===== src/include/psc_pkg.sv =====
// psc_pkg: register map, field positions and sequencer codes for the status/control/flag group.
// assumes one register access port driven by an external serial-bus front end.
`default_nettype none
package psc_pkg;
  localparam logic [7:0] PSC_STATUS_ADDR  = 8'h05;
  localparam logic [7:0] PSC_CONTROL_ADDR = 8'h06;
  localparam logic [7:0] PSC_FLAG_ADDR    = 8'h07;
  localparam logic [7:0] PSC_CONTROL_RST  = 8'h00;
  localparam logic [7:0] PSC_FLAG_RST     = 8'h00;
  localparam logic [7:0] PSC_ZERO         = 8'h00;
  localparam int PSC_SEAL_BIT   = 7;
  localparam int PSC_NVM_BIT    = 6;
  localparam int PSC_ADAPT_BIT  = 5;
  localparam int PSC_BUTTON_BIT = 4;
  localparam int PSC_TRIG_BIT   = 0;
  localparam int PSC_PFSD_BIT   = 1;
  localparam int PSC_RAILS      = 8;
  localparam int PSC_STATE_LSB  = 2;
  localparam int PSC_CELL_LSB   = 0;
  localparam int PSC_FIELD_W    = 2;
  localparam logic [1:0] PSC_CELL_RST = 2'h0;
  // sequencer state codes as reported in the status word
  localparam logic [1:0] PSC_SEQ_TRANSIT = 2'h0;
  localparam logic [1:0] PSC_SEQ_AWAIT   = 2'h1;
  localparam logic [1:0] PSC_SEQ_ACTIVE  = 2'h2;
  localparam logic [1:0] PSC_SEQ_SUSPEND = 2'h3;

  typedef enum logic [2:0] {
    PSC_PWR_OFF     = 3'b001,
    PSC_PWR_ON      = 3'b010,
    PSC_PWR_SUSPEND = 3'b100
  } psc_pwr_type;

  // register access request from the bus front end
  typedef struct packed {
    logic       wr;
    logic       rd;
    logic [7:0] addr;
    logic [7:0] wdata;
  } psc_req_type;

  // rail enables: [3:0] bucks 4..1, [4] linear reg, [7:5] general outs 3..1
  typedef struct packed {
    logic [2:0] outs;
    logic       linreg;
    logic [3:0] bucks;
  } psc_rails_type;
endpackage
`default_nettype wire


===== src/rtl/psc_regs.sv =====
// psc_regs: status, control and resume-flag registers of the power manager.
// assumes inputs synchronous to core_clk_in; sequencer lives outside and reports its state here.
//
// Notes on behaviour
// - status bit 7 reports seal broken
// - status bit 6 reports defaults changed
// - bit 5 set while adapter pin low
// - bit 4 set while button pin low
// - bits 3-2 encode sequencer state
// - bits 1-0 encode coin cell charge
// - charge field valid only after measurement
// - control bit 0 triggers measurement, self-clears
// - enabled power-fail trip shuts everything off
// - disabled power-fail bit ignores comparator
// - flags 3-0: bucks kept on in suspend
// - flag 4: linear reg kept on
// - flags 7-5: general outputs kept on
// - flags clear on cold start, reset zero
`default_nettype none
module psc_regs
  import psc_pkg::*;
(
  input  wire logic          core_clk_in,
  input  wire logic          rstn_in,
  input  wire psc_req_type   req_in,
  output logic [7:0]         rdata_out,
  input  wire logic          seal_broken_in,
  input  wire logic          nvm_changed_in,
  input  wire logic          adapter_detect_pin_n_in,
  input  wire logic          push_button_pin_n_in,
  input  wire logic [1:0]    seq_state_in,
  input  wire logic          powerup_in,
  input  wire logic          from_suspend_in,
  input  wire psc_rails_type rails_en_in,
  input  wire logic          powerfail_out_n_in,
  input  wire logic          measure_done_in,
  input  wire logic [1:0]    cell_level_in,
  output logic               cell_measure_trigger_out,
  output logic               shutdown_all_out,
  output psc_pwr_type        pwr_state_out
);

  // control word
  logic                   pfsd_r;
  logic                   pfsd_nxt;
  logic                   trig_r;
  logic                   trig_nxt;

  // coin cell result
  logic [PSC_FIELD_W-1:0] cell_r;
  logic [PSC_FIELD_W-1:0] cell_nxt;
  logic                   cell_valid_r;
  logic                   cell_valid_nxt;

  // power tracking
  psc_pwr_type            pwr_r;
  psc_pwr_type            pwr_nxt;
  logic                   shut_r;
  logic                   shut_nxt;

  // resume flags
  logic [PSC_RAILS-1:0]   flags_w;
  logic [PSC_RAILS-1:0]   rails_w;

  // readback
  logic [7:0]             rdata_r;
  logic [7:0]             rdata_nxt;
  logic [7:0]             status_w;
  logic [7:0]             control_w;

  // decoded events
  logic                   ctrl_wr_w;
  logic                   trip_w;
  logic                   wake_w;
  logic                   cold_w;

  // only the control word is writable; status and flag writes drop silently
  assign ctrl_wr_w = req_in.wr && (req_in.addr == PSC_CONTROL_ADDR);
  // comparator only acts when shutdown enabled; otherwise state untouched
  assign trip_w    = pfsd_r && !powerfail_out_n_in;
  assign wake_w    = powerup_in && from_suspend_in && (pwr_r == PSC_PWR_SUSPEND);
  assign cold_w    = powerup_in && !wake_w;
  assign rails_w   = rails_en_in;

  always_comb begin
    pfsd_nxt = pfsd_r;
    trig_nxt = 1'h0;
    if (ctrl_wr_w) begin
      pfsd_nxt = req_in.wdata[PSC_PFSD_BIT];
      // a written zero simply leaves the trigger idle
      trig_nxt = req_in.wdata[PSC_TRIG_BIT];
    end
  end

  always_ff @(posedge core_clk_in) begin
    if (!rstn_in) begin
      pfsd_r <= PSC_CONTROL_RST[PSC_PFSD_BIT];
      trig_r <= PSC_CONTROL_RST[PSC_TRIG_BIT];
    end else begin
      pfsd_r <= pfsd_nxt;
      trig_r <= trig_nxt;
    end
  end

  always_comb begin
    cell_nxt       = cell_r;
    cell_valid_nxt = cell_valid_r;
    // field updates only from a completed acquisition, not from the trigger
    if (measure_done_in) begin
      cell_nxt       = cell_level_in;
      cell_valid_nxt = 1'h1;
    end
  end

  always_ff @(posedge core_clk_in) begin
    if (!rstn_in) begin
      cell_r       <= PSC_CELL_RST;
      cell_valid_r <= 1'h0;
    end else begin
      cell_r       <= cell_nxt;
      cell_valid_r <= cell_valid_nxt;
    end
  end

  always_comb begin
    pwr_nxt  = pwr_r;
    shut_nxt = 1'h0;
    if (powerup_in) begin
      pwr_nxt = PSC_PWR_ON;
    end else if (seq_state_in == PSC_SEQ_SUSPEND) begin
      pwr_nxt = PSC_PWR_SUSPEND;
    end
    // a trip wins over a power-up in the same cycle
    if (trip_w) begin
      shut_nxt = 1'h1;
      pwr_nxt  = PSC_PWR_OFF;
    end
  end

  always_ff @(posedge core_clk_in) begin
    if (!rstn_in) begin
      shut_r <= 1'h0;
      pwr_r  <= PSC_PWR_OFF;
    end else begin
      shut_r <= shut_nxt;
      pwr_r  <= pwr_nxt;
    end
  end

  // one capture cell per rail; each only moves on a power-up event
  generate
    for (genvar gi = 0; gi < PSC_RAILS; gi++) begin : g_flag
      logic flag_r;
      logic flag_nxt;

      always_comb begin
        flag_nxt = flag_r;
        if (wake_w) begin
          flag_nxt = rails_w[gi];
        end else if (cold_w) begin
          flag_nxt = PSC_FLAG_RST[gi];
        end
      end

      always_ff @(posedge core_clk_in) begin
        if (!rstn_in) begin
          flag_r <= PSC_FLAG_RST[gi];
        end else begin
          flag_r <= flag_nxt;
        end
      end

      assign flags_w[gi] = flag_r;
    end
  endgenerate

  always_comb begin
    status_w                               = PSC_ZERO;
    status_w[PSC_SEAL_BIT]                 = seal_broken_in;
    status_w[PSC_NVM_BIT]                  = nvm_changed_in;
    status_w[PSC_ADAPT_BIT]                = ~adapter_detect_pin_n_in;
    status_w[PSC_BUTTON_BIT]               = ~push_button_pin_n_in;
    status_w[PSC_STATE_LSB +: PSC_FIELD_W] = seq_state_in;
    // cell field reads zero until a measurement has landed
    status_w[PSC_CELL_LSB +: PSC_FIELD_W]  = cell_valid_r ? cell_r : PSC_CELL_RST;
    control_w                              = PSC_ZERO;
    control_w[PSC_PFSD_BIT]                = pfsd_r;
    control_w[PSC_TRIG_BIT]                = trig_r;
  end

  always_comb begin
    rdata_nxt = rdata_r;
    if (req_in.rd) begin
      unique case (req_in.addr)
        PSC_STATUS_ADDR: begin
          rdata_nxt = status_w;
        end
        PSC_CONTROL_ADDR: begin
          rdata_nxt = control_w;
        end
        PSC_FLAG_ADDR: begin
          rdata_nxt = flags_w;
        end
        default: begin
          // unmapped reads return zero rather than the last value
          rdata_nxt = PSC_ZERO;
        end
      endcase
    end
  end

  always_ff @(posedge core_clk_in) begin
    if (!rstn_in) begin
      rdata_r <= PSC_ZERO;
    end else begin
      rdata_r <= rdata_nxt;
    end
  end

  assign rdata_out                = rdata_r;
  assign cell_measure_trigger_out = trig_r;
  assign shutdown_all_out         = shut_r;
  assign pwr_state_out            = pwr_r;

endmodule // psc_regs
`default_nettype wire


===== config.mk =====
export PLATFORM = sky130hd
export DESIGN_NAME = psc_regs
export DESIGN_NICKNAME = d
export VERILOG_FILES = /design/src/include/psc_pkg.sv /design/src/rtl/psc_regs.sv
export SDC_FILE = /design/constraint.sdc
export NUM_CORES = 1
export LEC_CHECK = 0
export BUFFER_PORTS_ARGS = -buffer_cell sky130_fd_sc_hd__buf_2
export CAP_MARGIN = 20
export CORE_UTILIZATION = 47
export DETAILED_ROUTE_END_ITERATION = 8
export PLACE_DENSITY = 0.83
export SLEW_MARGIN = 20
export SYNTH_ARGS = -nofsm -noshare
export SYNTH_HDL_FRONTEND = slang
export SYNTH_SLANG_ARGS = --single-unit

===== constraint.sdc =====
create_clock -name core_clk_in -period 1.8 [get_ports core_clk_in]
set_clock_uncertainty 0.15 [all_clocks]
set_input_delay 0.36 -clock core_clk_in [delete_from_list [all_inputs] [get_ports core_clk_in]]
set_output_delay 0.36 -clock core_clk_in [all_outputs]
set_load 0.01 [all_outputs]

# Yosys cells after proc, flatten, opt, wreduce, memory -nomap -nowiden

Cells that the tools add are included.

Equality and inequality tests: 5
Mux-type cells: 14
Bitwise gates (word level): 3
Reductions and logical operators: 12

Operators with widths:

| operator                                                        | count |
|---|---|
| 8-bit by 3-bit == test with 1-bit output, second input constant | 3 |
| 8-bit one-hot mux with 3 select lines                           | 1 |
| 1-bit two-way mux                                               | 10 |
| 2-bit two-way mux                                               | 3 |
| 1-bit logical AND                                               | 5 |
| 2-bit nonzero test                                              | 2 |
| 3-bit == test, second input constant                            | 1 |
| 1-bit NOT                                                       | 3 |
| 3-bit OR reduction                                              | 1 |
| 2-bit == test, second input constant                            | 1 |
| 1-bit logical NOT                                               | 2 |
| 2-bit AND reduction                                             | 1 |
| 2-bit OR reduction                                              | 1 |

Register bits: 25
Bits of input ports: 40
Output and inout port bits: 13
Word-level logic and storage cells: 50

# Longest topological paths before layout

Gate-level depths: netlist of run 1.

Word-level depth: 6
Gate-level depth with buffers: 4
Gate-level depth less buffers: 3

# Worst setup path after synthesis of run 1

OpenSTA, ideal clock, no wires.

Path kind: input -> register
From: input req_in[11] (netlist name)
To: register rdata_r[1], in the netlist rdata_out[1]
Library setup time: 0.096 ns
Data arrival time: 1.074 ns
Required time: 1.554 ns
Path slack: 0.480 ns
Stages: 3
Path through: nor4b_4 > nand2_2 > o41ai_2

Cells in the longest elaborated chain, start to end: 2
Elaborated cells between the ends (all ways): 4

Ends and longest elaborated chain:

| what                                     | line            | text |
|---|---|---|
| start, declared                          | psc_regs.sv:25  | `input wire psc_req_type req_in,` |
| 8-bit by 3-bit == test with 1-bit output | psc_regs.sv:194 | `unique case (req_in.addr)` |
| 8-bit one-hot mux with 3 select lines *  | psc_regs.sv:194 |  |
| end signal, assigned                     | psc_regs.sv:216 | `rdata_r <= rdata_nxt;` |
| end, declared                            | psc_regs.sv:66  | `logic [7:0] rdata_r;` |

Mark *: on every way between the ends. The rest lies on a longest branch, timed or not.
A chain may end at the register's enable or synchronous reset.

# Final worst setup path of run 1

From: register pwr_r[2], in the netlist pwr_state_out[2]
To: output pwr_state_out[2]

RTL lines:

| what                   | line            | text |
|---|---|---|
| start, declared        | psc_regs.sv:56  | `psc_pwr_type pwr_r;` |
| start signal, assigned | psc_regs.sv:146 | `pwr_r <= pwr_nxt;` |
| end, declared          | psc_regs.sv:40  | `output psc_pwr_type pwr_state_out` |

No word-level cell between the ends.

==> impl_results.md, run 1 <==
- Outcome: complete, no violations
- Largest family of logic cells by synthesized area: simple AND/OR/NAND/NOR gates
- Area growth syn-to-layout: 27.4%
- Mapped Avg Cell Area: ~9.3 um^2
- Grt ovf: 0
- Layout cells sized above 1: between 30% and 40%
- Post-synthesis compound-gate area fraction: between 10% and 20%
- Number of port buffers: 46
- Clk root buf: clkbuf_4
- CTS tree: done
- Sink Count: 25
- Largest net degree at the start of global routing: 17
- HPWL after DPL: approximately 1900 um
- Post-route setup TNS: 0 ps
- EDFF count, synth: 0
- DRC marker count from the first detailed-route iteration: 10
- Top post-synthesis cells by area: dfxtp_1 49%, a32oi_1 6.8%, mux2i_1 6.8%
- HP Start: powerfail_out_n_in
- Seq/Total Area, Yosys: between 40% and 50%
- Worst EP required: between 1000 and 1500 ps
- Sw frac: roughly a quarter
- Worst Max-Slew Pin Slew: 461 ps
- Max transition margin: between 60% and 70%
- Via/cell ratio: ~5.3
- CP top delay family: flip-flops
- Critical path cell sequence: buf_2
- Critical path startpoint: pwr_state_out[2]
- Fillers: about 180
- Setup bufs post-CTS: 0
- Hold WC Path Type: in -> reg
- Final period util: 85.2%
- Core Region: around 0.002 mm^2
- Worst-Skew Late Latency: around 310 ps
- CTS resizes: 0
- CP Max Fanout: 10
- Non-Filler Instances: 184
- IO Pins: 53
- Die width: 48.7 um
- Count of final hold-check violations: 0
- Die Area: about 0.0024 mm^2
- Fmax: about 650 MHz
- Syn Std Cell Area: between 0.001 and 0.0015 mm^2
- Top cell type by total area after synthesis: dfxtp_1
- Flops & latches, synth: 25
- Die Ht: approximately 49 um
- Yosys top cell area share: slightly below 50%
- Crit path largest cell delay: between 500 and 600 ps
- Synth Area in Adders: 0%
- Pwr Density: roughly 700 mW/mm^2
- DRC viols: 0
- WL final: ~2400 um
- Post-synthesis simple-gate area fraction: a little over a fifth
- Post-synthesis xor/xnor area fraction: 0%
- CTS Buf Count: 3
- Hold_buf cts: 0
- Clock transition at the registers of the reported paths: ~140 ps
- First-pass GRT wire length: around 3900 um
- Fin util: 65.3%
- R2r startpoint: pwr_state_out[1]
- ANT cells: 0
- Clk network pwr share: between 20% and 30%
- Slew Viols, Final: 0
- Initial core utilization: roughly 50%
- Int Power: 695 uW
- Vias in the first global route: 898
- Total power draw: around 920 uW
- Initial antenna violation count: 0
- Total GRT Usage: 21.1%
- Placer Congestion: between 0.7 and 0.8
- Fin crit period: about 1500 ps
- Asr flop ratio synth: 0%
- Final setup fails: 0
- Crit path DAT: 1020 ps
- Placed cells: 180
- Post-synth top flop: dfxtp_1
- Crit path buffers/inverters: 1
- CP max stage cell: dfxtp_1
- Seq pwr share: 61.9%
- Net Sw Power: around 220 uW
- Max-cap violations: 0
- RSZ-0062 raised after global routing: no
- Antenna Violating Nets Remaining: 0
- Layout Nets: slightly below 200
- Post-synthesis mux area share: under 10%
- Netlist cell types: 31
- Crit path launch type: flip-flop
- VDD IR max: around 470 uV
- H-tree depth: 1
- P_leak: about 0.6 nW
- Syn Nets: 150
- First-pass DRT Iterations: 4
- Detailed-route via count: between 900 and 1000
- Setup CP Type: reg -> out
- Row Count: 16
- Critical Path Sink Type: output port
- Worst-case clock buffer depth: 2
- Yosys Warn Count: 0
- Comb pwr share: 11.6%
- WL per Instance: about 13 um
- Syn Inst Count: 110
[path summary, 6_finish.rpt]
path	endpoint	slack, ps	depth (start not counted)
setup / recovery	pwr_state_out[2]	270	1
hold / removal	shutdown_all_out	50	2
setup reg to reg	g_flag[1].flag_r	550	4
hold reg to reg	rdata_out[2]	320	2
[routing by layer]
layer  global-route usage (%)  part of all wire, %  vias to the layer above
met5                        0                    0                        -
met1                     25.6                   45                      468
li1                         -                    -                      491
met4                     4.41                 0.59                        0
met3                     3.14                  3.7                        2
met2                     39.1                   51                       22
[placed cells by master, fill, tap and decap left out, drive strengths merged, types with 2 or more instances in the layout]
cell | synthesis | layout
buf | 3 | 47
dfxtp | 25 | 25
nor2 | 16 | 16
nand2 | 13 | 13
a32oi | 8 | 8
mux2i | 7 | 7
o21ai | 7 | 7
a21oi | 5 | 5
nor3 | 4 | 4
clkbuf | 1 | 3
inv | 2 | 2
nor2b | 2 | 2
clkinv | 1 | 2
[power by group through the flow]
stage | Combinational (mW) | Clock, mW | Sequential, mW
final | 0.106 | 0.244 | 0.569
after global routing | 0.117 | 0.272 | 0.570
after CTS | 0.106 | 0.255 | 0.569
after detailed placement | 0.106 | 0 | 0.582
after global placement | 0.102 | 0 | 0.581
after floorplan | 0.0465 | 0 | 0.581
[cells in the mapped netlist, types with 2 or more instances]
cell	n
mux2i_1	7
o21ai_0	7
a32oi_1	8
nor3_1	4
nor2b_1	2
inv_1	2
dfxtp_1	25
nand2_1	12
buf_2	2
a21oi_1	5
nor2_1	16
[per-stage QoR]
stage                     cell area, um^2  hold WS [ps]  setup slack, ps
after floorplan                      1030           287              480
after global placement               1280           278              252
after detailed placement             1280           295              199
after CTS                            1310          44.8              241
after global routing                 1310          44.6              203
final                                1310          50.8              267
[layout make-up]
cell class | count | area, um^2 | share of cell area, %
Clock inverter | 1 | 5.00 | 0.383
Inverter | 3 | 11.3 | 0.861
Timing Repair Buffer | 47 | 238 | 18.2
Sequential cell | 25 | 500 | 38.3
Multi-Input combinational cell | 78 | 497 | 38.0
Clock buffer | 3 | 22.5 | 1.72
Tap cell | 27 | 33.8 | 2.58
[cells by family after synthesis]
| group | count (synthesis) |
|---|---|
| AND/OR/NAND/NOR | 43 |
| buffers and inverters | 7 |
| AO/OA/AOI/OAI | 27 |
| multiplexers | 8 |
| flip-flops | 25 |
[sequential cells by signal (all words and copies together), names as in the netlist]
name,count
g_flag.flag_r,8
rdata_out,8
pwr_state_out,3
cell_r,2
cell_measure_trigger_out,1
cell_valid_r,1
pfsd_r,1
shutdown_all_out,1
Power figures use the tool's default switching activity.
==> inputs of run 2 (changes only) <==
Settings changed: CORE_UTILIZATION 47 to 49, CTS_BUF_LIST from default to sky130_fd_sc_hd__clkbuf_4 sky130_fd_sc_hd__clkbuf_8, PLACE_DENSITY 0.83 to 0.86.
==> run 2 against run 1 <==
  * Utilization up 1.5 points
  * Setup slack worse by 18 ps
  * Via count up 0.41%
  * Global-route usage up 1.5 points
  * Fmax down 1.2%
  * Combinational power about the same
  * Sequential cell count unchanged
  * Clock power up 3%
  * Register-to-register slack worse by 100 ps
  * Critical path type unchanged
  * Critical endpoint unchanged
==> impl_results.md, run 2 (same netlist as run 1, synthesis figures left out) <==
- Layout cells sized above 1: roughly 36%
- CTS tree: done
- Sink Count: 25
- Worst-Skew Late Latency: ~300 ps
- Clock transition at the registers of the reported paths: 130 ps
- R2r startpoint: pwr_state_out[1]
- Initial antenna violation count: 0
- Grt ovf: 0
- CP max stage cell: dfxtp_1
- Crit path DAT: approximately 1000 ps
- Max transition margin: around 66%
- Count of final hold-check violations: 0
- Vias in the first global route: roughly 840
- Final period util: a little under nine tenths
- Hold WC Path Type: in -> reg
- Total GRT Usage: between 20% and 30%
- Hold_buf cts: 0
- Initial core utilization: between 50% and 60%
- VDD IR max: between 400 and 500 uV
- First-pass DRT Iterations: 4
- Layout Nets: slightly below 200
- Outcome: complete, no violations
- ANT cells: 0
- CTS Buf Count: 3
- Antenna Violating Nets Remaining: 0
- Final setup fails: 0
- Worst reg-to-reg path cell count: 4
- Slew Viols, Final: 0
- CTS resizes: 0
- Clk root buf: clkbuf_4
- Max-cap violations: 0
- Setup CP Type: reg -> out
- Most frequent cells in the layout: 46 x buf_2, 25 x dfxtp_1, 16 x nor2_1, 12 x nand2_1, 8 x a32oi_1
- Die Ht: ~48 um
- Row Count: 16
- Fin util: about 67%
- WL per Instance: between 10 and 15 um
- Core Region: ~0.0020 mm^2
- Setup bufs post-CTS: 0
- Crit path launch type: flip-flop
- P_leak: about 0.60 nW
- H-tree depth: 1
- Number of port buffers: 46
- First-pass GRT wire length: ~3500 um
- HP Start: powerfail_out_n_in
- Critical path cell sequence: buf_2
- WHS Path Cells: 2
- Critical Path Sink Type: output port
- HPWL after DPL: 1790 um
- CP Max Fanout: 10
- DRC viols: 0
- Commonest non-fill, non-tap cell in the layout: buf_2
- Crit path buffers/inverters: 1
- Detailed-route via count: between 900 and 1000
- Largest net degree at the start of global routing: 17
- Post-route setup TNS: 0 ps
- Reg2reg end: g_flag[0].flag_r
- CP top delay family: flip-flops
- R2R Setup Slk: around 450 ps
- Area growth syn-to-layout: 27.7%
- RSZ-0062 raised after global routing: no
- Via/cell ratio: approximately 5.4
- Die width: 47.8 um
- Pwr Density: 708 mW/mm^2
- Fmax: between 600 and 700 MHz
- Worst-case clock buffer depth: 2
- Worst Max-Slew Pin Slew: 507 ps
- Worst EP required: 1290 ps
- DRC marker count from the first detailed-route iteration: 18
- WL final: ~2400 um
- Placer Congestion: about 0.75
- Die Area: between 0.002 and 0.0025 mm^2
- Hold Path Sink: shutdown_all_out
- Fin crit period: approximately 1600 ps
- Crit path largest cell delay: 540 ps
- IO Pins: 53
==> run 2: cell count changes in the layout (fill, tap and decap cells not counted) <==
cell,previous run,this run
clkinv_2,1,0
clkbuf_4,3,4
==> run 2: worst max path at each step <==
stage	from	end	slack, ps	cells past startpoint
floorplan	req_in[11]	rdata_out[1]	480	3
global placement	req_in[11]	rdata_out[5]	260	4
detailed placement	req_in[11]	rdata_out[7]	210	4
CTS	pwr_state_out[2]	pwr_state_out[2]	270	1
global route	pwr_state_out[2]	pwr_state_out[2]	200	1
finish	pwr_state_out[2]	pwr_state_out[2]	250	1
==> run 2: routing by layer <==
layer	vias up	track usage, %	wire, um
met4	0	12.2	42
met3	4	4.15	116
met5	-	0	0
met1	455	28.4	1050
li1	496	-	-
met2	32	36.8	1160
==> run 2: through the flow <==
stage,power [mW],hold slack (ps),setup slack [ps],std cells,instance area (um^2)
after floorplan,0.627,287,480,110,1030
after global placement,0.682,278,257,180,1280
after detailed placement,0.686,290,211,180,1280
after CTS,0.933,61.3,270,184,1310
after global routing,0.986,46.3,202,184,1310
final,0.928,64.3,249,184,1310
==> run 2: area by class of cell <==
type,instances,area (um^2)
Sequential cell,25,500
Timing Repair Buffer,47,238
Fill cell,187,652
Multi-Input combinational cell,78,497
Tap cell,27,33.8
Clock buffer,4,30.0
Inverter,3,11.3
==> run 2: where the power goes <==
part	switching [mW]	leakage [nW]	internal, mW	total (mW)
Sequential	0.00742	0.203	0.562	0.570
Clock	0.151	0.0184	0.101	0.252
Combinational	0.0562	0.380	0.0502	0.106
